`src/core/ssi_pkg.sv`:
```
// Constants, register map and types for schedule selection and initiation
package ssi_pkg;

  // ----------------------------------------------------------------
  // Timing
  // ----------------------------------------------------------------
  localparam int CLK_HZ = 50000000;
  localparam int ATD_WINDOW_MS = 500;
  localparam int ATD_WINDOW_CYC_DFLT = (CLK_HZ / 1000) * ATD_WINDOW_MS;
  localparam int ATD_CNT_W_DFLT = 25;
  localparam logic [1:0] OPT_CAPTURE_CNT = 2'h3;

  // ----------------------------------------------------------------
  // Schedule numbers
  // ----------------------------------------------------------------
  localparam int SCHED_W = 7;
  localparam int BIN_SEL_W_DFLT = 6;
  localparam logic [SCHED_W-1:0] SCHED_00 = 7'h00;
  localparam logic [SCHED_W-1:0] SCHED_10 = 7'h0A;
  localparam logic [SCHED_W-1:0] SCHED_20 = 7'h14;
  localparam logic [SCHED_W-1:0] SCHED_40 = 7'h28;
  localparam logic [SCHED_W-1:0] SCHED_60 = 7'h3C;
  localparam logic [SCHED_W-1:0] SCHED_99 = 7'h63;
  localparam int SCHED_LIMIT = 100;

  // ----------------------------------------------------------------
  // Schedule select modes
  // ----------------------------------------------------------------
  localparam logic [1:0] MODE_INTERNAL = 2'h0;
  localparam logic [1:0] MODE_EXTERNAL = 2'h1;
  localparam logic [1:0] MODE_ATD = 2'h2;
  localparam logic [1:0] MODE_BINARY = 2'h3;

  // ----------------------------------------------------------------
  // Register map
  // ----------------------------------------------------------------
  localparam int APB_ADDR_W = 12;
  localparam logic [APB_ADDR_W-1:0] OFF_CTRL = 12'h000;
  localparam logic [APB_ADDR_W-1:0] OFF_DISP_SCHED = 12'h004;
  localparam logic [APB_ADDR_W-1:0] OFF_STATUS = 12'h008;
  localparam int CTRL_MODE_LSB = 0;
  localparam int CTRL_DUAL_BIT = 2;
  localparam int STAT_ERR_BIT = 0;
  localparam int STAT_OPT_BIT = 1;
  localparam int STAT_BINEN_BIT = 2;
  localparam int STAT_ATD_BUSY_BIT = 3;
  localparam int STAT_SCHED_LSB = 8;

  // ----------------------------------------------------------------
  // Two-hand initiation states
  // ----------------------------------------------------------------
  typedef enum logic [1:0] {
    ATD_IDLE = 2'b00,
    ATD_WAIT = 2'b01,
    ATD_HOLD = 2'b10,
    ATD_REL = 2'b11
  } ssi_atd_t;

endpackage

```
`src/core/ssi_core.sv`:
```
// Schedule selection and weld initiation with APB register access
`timescale 1ns/1ps

// How it works
// - Mode field: 0 internal, 1 external, 2 two-hand, 3 binary; resets to internal.
// - Internal mode: primary closure starts the displayed schedule.
// - Internal mode: aux A closure starts schedule 20 regardless of display.
// - Internal mode: aux B closure starts schedule 40 regardless of display.
// - External mode: aux levels select 00, 20, 40 or 60 (both closed).
// - External mode: panel selection ignored, only primary closure starts.
// - External with dual schedule: foot switch one runs 00, two runs 10.
// - Two-hand mode: aux pair starts only if both aux close within 0.5 s.
// - Missed window raises dash error, cleared when held inputs release.
// - Two-hand mode: release before squeeze end aborts and retracts.
// - Both hands held until last new-valve squeeze ends, else retract.
// - Two-hand mode: primary or aux pair both start the displayed schedule, or the binary one with option board.
// - Option board caught after reset; with mode 2 enables binary selection.
// - Mode 3 accepted only with option board present.
// - Binary mode: six select inputs give schedule number.
// - Binary mode: primary closure starts selected schedule, panel ignored.
// - Binary mode: aux A still starts 20, aux B still 40.
// - Binary value of 100 or more becomes schedule 99.
module ssi_core
  import ssi_pkg::*;
#(
  parameter int ATD_WINDOW_CYC = ATD_WINDOW_CYC_DFLT,
  parameter int ATD_CNT_W = ATD_CNT_W_DFLT,
  parameter int BIN_SEL_W = BIN_SEL_W_DFLT
)
(
  input wire logic CLK_IN,
  input wire logic RST_IN,
  input wire logic PSEL_IN,
  input wire logic PENABLE_IN,
  input wire logic PWRITE_IN,
  input wire logic [APB_ADDR_W-1:0] PADDR_IN,
  input wire logic [31:0] PWDATA_IN,
  output logic [31:0] PRDATA_OUT,
  output logic PREADY_OUT,
  output logic PSLVERR_OUT,
  input wire logic PRIMARY_INITIATE_INPUT_IN,
  input wire logic AUX_INITIATE_SELECT_A_IN,
  input wire logic AUX_INITIATE_SELECT_B_IN,
  input wire logic [BIN_SEL_W-1:0] BINARY_SELECT_INPUTS_IN,
  input wire logic OPTION_PRESENT_IN,
  input wire logic SEQ_ACTIVE_IN,
  input wire logic SQUEEZE_DONE_IN,
  output logic START_OUT,
  output logic [SCHED_W-1:0] START_SCHED_OUT,
  output logic ABORT_OUT,
  output logic DASH_ERROR_OUT
);

  // ----------------------------------------------------------------
  // State
  // ----------------------------------------------------------------
  localparam int PIN_W = BIN_SEL_W + 4;

  typedef struct packed {
    logic [PIN_W-1:0] pin_s1;
    logic [PIN_W-1:0] pin_s2;
    logic [PIN_W-1:0] pin_d;
    logic [1:0] boot_cnt;
    logic opt_present;
    logic [1:0] mode;
    logic dual_sched;
    logic [SCHED_W-1:0] disp_sched;
    ssi_atd_t atd;
    logic [ATD_CNT_W-1:0] atd_cnt;
    logic dash_err;
    logic start;
    logic [SCHED_W-1:0] start_sched;
    logic abort;
    logic [31:0] prdata;
    logic pready;
    logic pslverr;
  } ssi_state_t;

  ssi_state_t s_reg;
  ssi_state_t s_next;

  // Binary select value clamped to the highest schedule
  function automatic logic [SCHED_W-1:0] sched_clamp(input logic [BIN_SEL_W-1:0] v);
    int unsigned val;
    val = int'(v);
    if (val >= SCHED_LIMIT)
      sched_clamp = SCHED_99;
    else
      sched_clamp = SCHED_W'(val);
  endfunction

  // Synchronised levels and closure edges
  logic prim_lvl;
  logic a_lvl;
  logic b_lvl;
  logic opt_lvl;
  logic [BIN_SEL_W-1:0] bin_lvl;
  logic prim_edge;
  logic a_edge;
  logic b_edge;
  logic binary_en;
  logic [SCHED_W-1:0] atd_sched;
  logic [SCHED_W-1:0] ext_sched;
  logic setup_phase;
  logic write_now;

  assign prim_lvl = s_reg.pin_s2[0];
  assign a_lvl = s_reg.pin_s2[1];
  assign b_lvl = s_reg.pin_s2[2];
  assign bin_lvl = s_reg.pin_s2[3 +: BIN_SEL_W];
  assign opt_lvl = s_reg.pin_s2[PIN_W-1];
  assign prim_edge = prim_lvl & ~s_reg.pin_d[0];
  assign a_edge = a_lvl & ~s_reg.pin_d[1];
  assign b_edge = b_lvl & ~s_reg.pin_d[2];
  assign binary_en = s_reg.opt_present && (s_reg.mode == MODE_ATD);
  assign atd_sched = binary_en ? sched_clamp(bin_lvl) : s_reg.disp_sched;
  assign setup_phase = PSEL_IN & ~PENABLE_IN;
  assign write_now = PSEL_IN & PENABLE_IN & s_reg.pready & PWRITE_IN;

  // ----------------------------------------------------------------
  // External select decode
  // ----------------------------------------------------------------
  always_comb
  begin
    ext_sched = SCHED_00;
    if (s_reg.dual_sched)
      ext_sched = a_lvl ? SCHED_10 : SCHED_00;
    else
    begin
      case ({b_lvl, a_lvl})
        2'b00: ext_sched = SCHED_00;
        2'b01: ext_sched = SCHED_20;
        2'b10: ext_sched = SCHED_40;
        2'b11: ext_sched = SCHED_60;
        default: ext_sched = SCHED_00;
      endcase
    end
  end

  // ----------------------------------------------------------------
  // Next state
  // ----------------------------------------------------------------
  always_comb
  begin
    s_next = s_reg;
    s_next.pin_s1 = {OPTION_PRESENT_IN, BINARY_SELECT_INPUTS_IN, AUX_INITIATE_SELECT_B_IN,
                     AUX_INITIATE_SELECT_A_IN, PRIMARY_INITIATE_INPUT_IN};
    s_next.pin_s2 = s_reg.pin_s1;
    s_next.pin_d = s_reg.pin_s2;
    s_next.start = 1'b0;
    s_next.abort = 1'b0;
    s_next.pready = 1'b0;
    s_next.pslverr = 1'b0;

    // Option strap caught once after synchroniser settles
    if (s_reg.boot_cnt != OPT_CAPTURE_CNT)
    begin
      s_next.boot_cnt = s_reg.boot_cnt + 2'h1;
      if (s_reg.boot_cnt == OPT_CAPTURE_CNT - 2'h1)
        s_next.opt_present = opt_lvl;
    end

    // Initiation per mode
    if (!SEQ_ACTIVE_IN)
    begin
      case (s_reg.mode)
        MODE_INTERNAL:
          if (prim_edge)
            {s_next.start, s_next.start_sched} = {1'b1, s_reg.disp_sched};
          else if (a_edge)
            {s_next.start, s_next.start_sched} = {1'b1, SCHED_20};
          else if (b_edge)
            {s_next.start, s_next.start_sched} = {1'b1, SCHED_40};
        MODE_EXTERNAL:
          if (prim_edge)
            {s_next.start, s_next.start_sched} = {1'b1, ext_sched};
        MODE_ATD:
          if (prim_edge && s_reg.atd == ATD_IDLE && !a_lvl && !b_lvl)
            {s_next.start, s_next.start_sched} = {1'b1, atd_sched};
        MODE_BINARY:
          if (prim_edge)
            {s_next.start, s_next.start_sched} = {1'b1, sched_clamp(bin_lvl)};
          else if (a_edge)
            {s_next.start, s_next.start_sched} = {1'b1, SCHED_20};
          else if (b_edge)
            {s_next.start, s_next.start_sched} = {1'b1, SCHED_40};
        default:
          s_next.start = 1'b0;
      endcase
    end

    // Two-hand coincidence and hold supervision
    if (s_reg.mode != MODE_ATD)
    begin
      s_next.atd = ATD_IDLE;
      s_next.dash_err = 1'b0;
    end
    else
    begin
      case (s_reg.atd)
        ATD_IDLE:
        begin
          s_next.atd_cnt = '0;
          if (a_lvl && b_lvl && !SEQ_ACTIVE_IN && !prim_edge)
          begin
            s_next.start = 1'b1;
            s_next.start_sched = atd_sched;
            s_next.atd = ATD_HOLD;
          end
          else if ((a_lvl || b_lvl) && !SEQ_ACTIVE_IN)
            s_next.atd = ATD_WAIT;
        end
        ATD_WAIT:
        begin
          if (a_lvl && b_lvl)
          begin
            s_next.start = 1'b1;
            s_next.start_sched = atd_sched;
            s_next.atd = ATD_HOLD;
          end
          else if (!a_lvl && !b_lvl)
            s_next.atd = ATD_IDLE;
          else if (s_reg.atd_cnt == ATD_CNT_W'(ATD_WINDOW_CYC - 1))
          begin
            s_next.dash_err = 1'b1;
            s_next.atd = ATD_REL;
          end
          else
            s_next.atd_cnt = s_reg.atd_cnt + 1'b1;
        end
        ATD_HOLD:
        begin
          if (SQUEEZE_DONE_IN)
            s_next.atd = ATD_REL;
          else if (!a_lvl || !b_lvl)
          begin
            s_next.abort = 1'b1;
            s_next.atd = ATD_REL;
          end
        end
        ATD_REL:
        begin
          if (!a_lvl && !b_lvl)
          begin
            s_next.dash_err = 1'b0;
            s_next.atd = ATD_IDLE;
          end
        end
        default:
          s_next.atd = ATD_IDLE;
      endcase
    end

    // APB read data and error prepared in setup phase
    if (setup_phase)
    begin
      s_next.pready = 1'b1;
      s_next.prdata = '0;
      case (PADDR_IN)
        OFF_CTRL:
        begin
          s_next.prdata[CTRL_MODE_LSB +: 2] = s_reg.mode;
          s_next.prdata[CTRL_DUAL_BIT] = s_reg.dual_sched;
        end
        OFF_DISP_SCHED:
          s_next.prdata[SCHED_W-1:0] = s_reg.disp_sched;
        OFF_STATUS:
        begin
          s_next.prdata[STAT_ERR_BIT] = s_reg.dash_err;
          s_next.prdata[STAT_OPT_BIT] = s_reg.opt_present;
          s_next.prdata[STAT_BINEN_BIT] = binary_en;
          s_next.prdata[STAT_ATD_BUSY_BIT] = (s_reg.atd != ATD_IDLE);
          s_next.prdata[STAT_SCHED_LSB +: SCHED_W] = s_reg.start_sched;
        end
        default:
          s_next.pslverr = 1'b1;
      endcase
    end

    // APB writes take effect at the completing edge
    if (write_now)
    begin
      case (PADDR_IN)
        OFF_CTRL:
        begin
          if (PWDATA_IN[CTRL_MODE_LSB +: 2] != MODE_BINARY || s_reg.opt_present)
            s_next.mode = PWDATA_IN[CTRL_MODE_LSB +: 2];
          s_next.dual_sched = PWDATA_IN[CTRL_DUAL_BIT];
        end
        OFF_DISP_SCHED:
        begin
          if (s_reg.mode != MODE_EXTERNAL && s_reg.mode != MODE_BINARY)
            s_next.disp_sched = (PWDATA_IN[SCHED_W-1:0] >= SCHED_W'(SCHED_LIMIT)) ? SCHED_99 : PWDATA_IN[SCHED_W-1:0];
        end
        default:
          s_next.pslverr = 1'b0;
      endcase
    end
  end

  // ----------------------------------------------------------------
  // Registers
  // ----------------------------------------------------------------
  always_ff @(posedge CLK_IN)
  begin
    if (RST_IN)
      s_reg <= '0;
    else
      s_reg <= s_next;
  end

  assign PRDATA_OUT = s_reg.prdata;
  assign PREADY_OUT = s_reg.pready;
  assign PSLVERR_OUT = s_reg.pslverr;
  assign START_OUT = s_reg.start;
  assign START_SCHED_OUT = s_reg.start_sched;
  assign ABORT_OUT = s_reg.abort;
  assign DASH_ERROR_OUT = s_reg.dash_err;
endmodule

```
`config.mk`:
```
export PLATFORM = sky130hd
export DESIGN_NAME = ssi_core
export DESIGN_NICKNAME = d
export VERILOG_FILES = /design/src/core/ssi_pkg.sv /design/src/core/ssi_core.sv
export SDC_FILE = /design/constraint.sdc
export NUM_CORES = 1
export LEC_CHECK = 0
export BUFFER_PORTS_ARGS = -buffer_cell sky130_fd_sc_hd__buf_2
export CORE_AREA = 4 4 158 84
export CTS_CLUSTER_DIAMETER = 200
export DETAILED_ROUTE_END_ITERATION = 10
export DIE_AREA = 0 0 162 88
export GPL_ROUTABILITY_DRIVEN = 0
export MAX_ROUTING_LAYER = met4
export SYNTH_ARGS = -nofsm -noshare
export SYNTH_HDL_FRONTEND = slang
export SYNTH_SLANG_ARGS = --single-unit
```
`constraint.sdc`:
```
create_clock -name CLK_IN -period 4.76 [get_ports CLK_IN]
set_input_delay 0.476 -clock CLK_IN [delete_from_list [all_inputs] [get_ports CLK_IN]]
set_output_delay 0.476 -clock CLK_IN [all_outputs]
set_load 0.03 [all_outputs]
```
==> flow_summary_export.csv, run 1 <==
group,metric,value,unit
power_and_ir_drop,swShare,23.0,%
yosys,synth-seq-cells,89,
critical_path,critPathRequiredTime,5.02,ns
detailed_routing,vias_per_cell,5.30,
critical_path,reg2reg_setup_slack,2.21,ns
timing,finalClockSkew,0.00608,ns
yosys,ys_types,63,
timing,fmax,0.393,GHz
cells_and_area,num-fill-cells,1186,
detailed_routing,antenna_left,0,
clocking,cts_max_level,3,
clocking,clk_pin_slew,0.06,ns
global_routing,antenna_found_initial,0,
power_and_ir_drop,peakVddDrop,173,uV
power_and_ir_drop,power_switching,0.375,mW
yosys,synth-simple-area-share,26.6,%
timing,slew_violations,0,
die,initial_core_util,39.8,%
detailed_routing,dr.first_iter.drc_count,312,
yosys,synthArstFlopShare,0,%
timing,tightest_slew,0.939,ns
yosys,syn_avg_cell_area,8.48,um2
detailed_routing,routedWlPerCell,14.8,um
die,core-area,11700,um2
detailed_routing,vias,3934,
yosys,synthFlopType,"dfxtp_1",
timing,holdWs,0.315,ns
global_routing,grt.overflow.total,0,
yosys,syn_area,4650,um2
cells_and_area,largest_reg_flops,43,
power_and_ir_drop,power,1.63,mW
critical_path,critical_path.endpoint_type,"flop",
clocking,clkSinkCount,89,
global_routing,met2_usage,25.9,%
timing,hold_violations,0,
critical_path,worstPathArrival,2.81,ns
clocking,clockBufferDepth,2,
yosys,synth-edff-count,0,
global_routing,grt_use_met3,4.47,%
power_and_ir_drop,powerDensity,317,nW/um2
yosys,synthTopCellsByArea,"dfxtp_1 38%, buf_4 6.3%, nor2b_1 4.2%",
clocking,clock_latency,0.34,ns
timing,min_period,2.55,ns
worst_hold_path,min_path_cells,2,
yosys,synth-compound-area-share,17.3,%
die,io_pins,105,
global_routing,grt_pass1_vias,3764,
place,post-dp-hpwl,7890,um
critical_path,critPathKind,"reg2reg",
cells_and_area,area_delta_synth_final,10.3,%
cells_and_area,drive_above_1_share,16.6,%
status,status,"complete, no violations",
worst_hold_path,hold_path_class,"in2reg",
timing,setup_viol,0,
yosys,netlist_instances,549,
job,maxCapViolations,0,
clocking,cts_setup_buffers,0,
die,rows,28,
timing,rsz0062_at_grt,"false",
power_and_ir_drop,power_frac_clock,45.2,%
cells_and_area,diodes,0,
power_and_ir_drop,p_int,1.25,mW
worst_hold_path,hold_path_end,"ABORT_OUT",
cells_and_area,instances_no_fill,742,
clocking,cts-root-buf,"clkbuf_16",
cells_and_area,mostFrequentLayoutCell,"dfxtp_1",
global_routing,grt_pass1_wl,18600,um
cells_and_area,fin_util,43.9,%
die,die_height,88,um
yosys,yosysTopAreaCell,"dfxtp_1",
cells_and_area,most-common-layout-cells,"89 x dfxtp_1, 61 x buf_2, 50 x nor2_1",
die,die_w,162,um
power_and_ir_drop,seq_power_share,47.5,%
die,die_area,14300,um2
global_routing,grtUsageTotal,16.4,%
clocking,cts_tree,"built",
critical_path,crit_fanout,13,
timing,slew_headroom,37.3,%
critical_path,reg2reg_depth,6,
critical_path,r2r-end,"s_reg[54]",
yosys,synth_xor_area_share,2.63,%
cells_and_area,multiInputGateArea,2480,um2
cells_and_area,nNetsFinal,640,
global_routing,grt_max_degree,48,
detailed_routing,drt-total-wl,11000,um
worst_hold_path,hp-start,"SQUEEZE_DONE_IN",
place,dp.cells,726,
yosys,synth_top_area_share,38.3,%
yosys,synthMuxAreaShare,3.31,%
place,port_buffers,61,
critical_path,rr_startpoint,"a_lvl",
clocking,cts_hold_buffers,0,
timing,tns,0,ns
detailed_routing,firstDrtPassIters,5,
yosys,synth_fa_ha_area_share,1.88,%
global_routing,grt_use_met1,20.2,%
cells_and_area,seq_area,1780,um2
clocking,cts-buffers-inserted,9,
clocking,cts_resized,0,
global_routing,busiest_layer,"met2",
yosys,synth_top_family_by_area,"simple AND/OR/NAND/NOR gates",
yosys,ys_seq_area_share,38.3,%
power_and_ir_drop,p_leak,1.85,nW
yosys,yosys_warnings,0,
critical_path,setup.worst_path.start_class,"flop",
power_and_ir_drop,combPwrFrac,7.3,%
detailed_routing,drcViolationCount,0,
timing,period_share,53.5,%
## how the worst max path moves through the flow
stage | startpoint | end | depth (start not counted)
6_report | a_lvl | s_reg[54] | 6
5_1_grt | a_lvl | s_reg[64] | 7
4_1_cts | a_lvl | s_reg[54] | 6
3_5_place_dp | a_lvl | s_reg[54] | 6
3_3_place_gp | a_lvl | s_reg[52] | 6
2_1_floorplan | PADDR_IN[7] | s_reg[71] | 6
## per-stage QoR
step	worst slack, ns	area [um2]
after detailed placement	2.25	4820
after floorplan	2.80	4720
after CTS	2.21	5140
final	2.21	5140
after global placement	2.27	4820
after global routing	1.97	5140
## critical path: stages (launching register included)
cell and delay [ns]:
dfxtp_1 0.46, inv_1 0.12, ha_1 0.30, o21ai_1 0.27
nand4_1 0.51, or4_1 0.66, a21oi_1 0.15
## layer usage
layer | up-vias | wire [um]
li1 | 1976 | -
met3 | 22 | 816
met5 | - | 0
met2 | 132 | 4790
met4 | 0 | 240
met1 | 1804 | 5170
## power groups by stage
| stage | Clock (mW) | Sequential, mW | Combinational (mW) |
|---|---|---|---|
| 2_1_floorplan | 0 | 0.787 | 0.0999 |
| 3_3_place_gp | 0 | 0.790 | 0.118 |
| 3_5_place_dp | 0 | 0.790 | 0.119 |
| 4_1_cts | 0.755 | 0.773 | 0.119 |
| 5_1_grt | 0.786 | 0.775 | 0.133 |
| 6_report | 0.735 | 0.774 | 0.119 |
## cell type report
type / instances / share of cell area [%]
clock buffer: 13 / 5.26
clock inverter: 3 / 0.926
inverter: 11 / 0.804
multi-input combinational: 399 / 48.2
sequential: 89 / 34.7
tap: 165 / 4.02
timing repair buffer: 62 / 6.09
## logic make-up after synthesis
| kind of cell | Yosys count |
|---|---|
| mux | 15 |
| xor+xnor | 14 |
| flops | 89 |
| simple gates | 227 |
| fa+ha+maj | 7 |
| compound gates | 118 |
| other cells | 1 |
| buf+inv | 78 |
## synthesized netlist by cell type (2+ instances only)
cell / number
a211oi_1: 4
a21o_1: 2
a21oi_1: 28
a21oi_2: 6
a22oi_1: 12
a31oi_1: 7
a32oi_1: 2
and2_1: 2
and3_1: 2
and4_1: 4
buf_1: 4
buf_2: 5
buf_4: 39
buf_6: 2
clkbuf_1: 17
dfxtp_1: 89
ha_1: 7
inv_1: 10
mux2_2: 3
mux2i_1: 12
nand2_1: 33
nand2b_1: 14
nand3_1: 21
nand4_1: 12
nor2_1: 50
nor2b_1: 31
nor3_1: 15
nor3b_1: 4
nor4_1: 11
nor4b_1: 2
o211ai_1: 10
o21ai_0: 13
o21ai_1: 7
o221ai_1: 2
o311ai_0: 5
o31ai_1: 5
o32ai_1: 4
or2_2: 2
or3_1: 7
or3b_2: 2
or4_1: 8
xnor2_1: 13
Note: power is estimated with default switching activity, not from simulation.
==> run 2, diff against run 1 <==
- clock period: 4.76 -> 2.07 ns (I/O delays scaled with it)
==> flow_summary_export.csv, run 2 (synthesis gave the netlist of run 1 again) <==
group,metric,value,unit
cells_and_area,diodes,0,
timing,min_period,1.88,ns
timing,rsz0062_at_grt,"false",
die,die_area,14300,um2
critical_path,cp_slowest_cell,"or4_1",
power_and_ir_drop,swShare,23.5,%
timing,tns,0,ns
clocking,clk_pin_slew,0.06,ns
global_routing,grt.overflow.total,0,
critical_path,reg2reg_depth,7,
detailed_routing,firstDrtPassIters,5,
detailed_routing,antenna_left,0,
critical_path,cp_cell_sequence,"inv_1 -> ha_1 -> o21ai_2 -> nand4_1 -> buf_4 -> or4_1 -> a21oi_1",
cells_and_area,largest_reg_flops,43,
cells_and_area,instances_no_fill,767,
clocking,cts_tree,"built",
place,dp.cells,752,
worst_hold_path,hold_path_end,"ABORT_OUT",
power_and_ir_drop,power_frac_clock,43.8,%
critical_path,worstPathArrival,2.15,ns
critical_path,setup.worst_path.start_class,"flop",
detailed_routing,vias_per_cell,5.29,
die,initial_core_util,39.8,%
timing,setup_viol,0,
critical_path,critPathBufInv,2,
cells_and_area,most-common-layout-cells,"89 x dfxtp_1, 61 x buf_2, 50 x nor2_1",
clocking,cts-root-buf,"clkbuf_16",
critical_path,critPathRequiredTime,2.34,ns
place,port_buffers,61,
timing,finalClockSkew,0.0102,ns
detailed_routing,wl_met2,4990,um
power_and_ir_drop,power_switching,0.862,mW
clocking,clock_latency,0.34,ns
cells_and_area,mostFrequentLayoutCell,"dfxtp_1",
power_and_ir_drop,p_leak,1.97,nW
clocking,cts_setup_buffers,0,
timing,hold_violations,0,
detailed_routing,vias,4059,
global_routing,grt_pass1_wl,18500,um
power_and_ir_drop,combPwrFrac,7.8,%
cells_and_area,area_delta_synth_final,14.4,%
place,dpl_worst_slack,0.118,ns
clocking,clkSinkCount,89,
timing,slew_headroom,65.0,%
global_routing,grt_max_degree,43,
detailed_routing,top_layer_used,"met4",
timing,holdWs,0.0499,ns
timing,setup_slack,0.188,ns
timing,tightest_slew,0.519,ns
critical_path,rr_startpoint,"a_lvl",
detailed_routing,route.met3.wl,721,um
detailed_routing,dr.first_iter.drc_count,295,
worst_hold_path,min_path_cells,2,
die,rows,28,
die,die_w,162,um
detailed_routing,routedWlPerCell,14.6,um
die,io_pins,105,
timing,fmax,0.531,GHz
clocking,cts-buffers-inserted,9,
critical_path,critical_path.endpoint_type,"flop",
place,post-dp-hpwl,8270,um
critical_path,r2r-end,"s_reg[52]",
power_and_ir_drop,seq_power_share,48.4,%
detailed_routing,drcViolationCount,0,
timing,slew_violations,0,
status,status,"complete, no violations",
critical_path,critPathKind,"reg2reg",
power_and_ir_drop,powerDensity,689,nW/um2
worst_hold_path,hold_path_class,"in2reg",
critical_path,max_stage_delay,0.50,ns
detailed_routing,m1WireLength,5310,um
cells_and_area,nNetsFinal,666,
die,core-area,11700,um2
job,maxCapViolations,0,
timing,period_share,90.9,%
power_and_ir_drop,power,3.67,mW
power_and_ir_drop,p_int,2.81,mW
critical_path,critical-path-top-delay-family,"simple AND/OR/NAND/NOR gates",
global_routing,antenna_found_initial,0,
critical_path,reg2reg_setup_slack,0.19,ns
detailed_routing,drt-total-wl,11200,um
die,die_height,88,um
critical_path,crit_fanout,13,
clocking,cts_max_level,3,
global_routing,grtUsageTotal,16.4,%
clocking,clockBufferDepth,2,
worst_hold_path,hp-start,"SQUEEZE_DONE_IN",
power_and_ir_drop,peakVddDrop,282,uV
global_routing,grt_pass1_vias,3702,
cells_and_area,drive_above_1_share,20.8,%
[run 2: cell count changes in the layout (fill, tap and decap cells not counted), sizes merged]
cell | before | now
buf | 62 | 88
clkinv | 2 | 3
clkbuf | 13 | 10
clkinvlp | 0 | 1
[run 2: repair_timing]
action                                  4_1_cts  5_1_grt
hold buffers                                  0        0
endpoints found under the setup margin        0        9
gates resized for setup                       0        4
[run 2: layer usage]
layer	up-vias	global-route usage [%]
met2	123	26.1
met5	-	-
met3	24	4.37
li1	2024	-
met4	0	4.99
met1	1888	20.7
[run 2: final cells by class]
cell class / instances / area (um2)
clock buffer: 10 / 239
clock inverter: 5 / 56.3
fill: 1152 / 6380
inverter: 11 / 41.3
multi-input combinational: 399 / 2490
sequential: 89 / 1780
tap: 165 / 206
timing repair buffer: 88 / 508
[run 2: through the flow]
step | utilization, % | instance area [um2]
2_1_floorplan | - | 4720
6_report | 45.5 | 5330
3_3_place_gp | 42.8 | 5010
5_1_grt | 45.5 | 5330
4_1_cts | 45.4 | 5310
3_5_place_dp | 42.8 | 5010
[run 2: worst max-delay path by stage]
stage          slack, ns   endpoint  cells past startpoint   from
2_1_floorplan       0.14  s_reg[68]                      8  a_lvl
3_3_place_gp        0.14  s_reg[54]                      7  a_lvl
3_5_place_dp        0.12  s_reg[52]                      7  a_lvl
4_1_cts              0.1  s_reg[52]                      7  a_lvl
5_1_grt             0.01  s_reg[54]                      7  a_lvl
6_report            0.19  s_reg[52]                      7  a_lvl
[run 2: power groups by stage]
stage | logic [mW] | clock network [mW] | registers [mW]
after floorplan | 0.230 | 0 | 1.81
final | 0.287 | 1.61 | 1.78
after CTS | 0.287 | 1.66 | 1.78
after global routing | 0.318 | 1.71 | 1.78
after detailed placement | 0.286 | 0 | 1.81
after global placement | 0.283 | 0 | 1.81
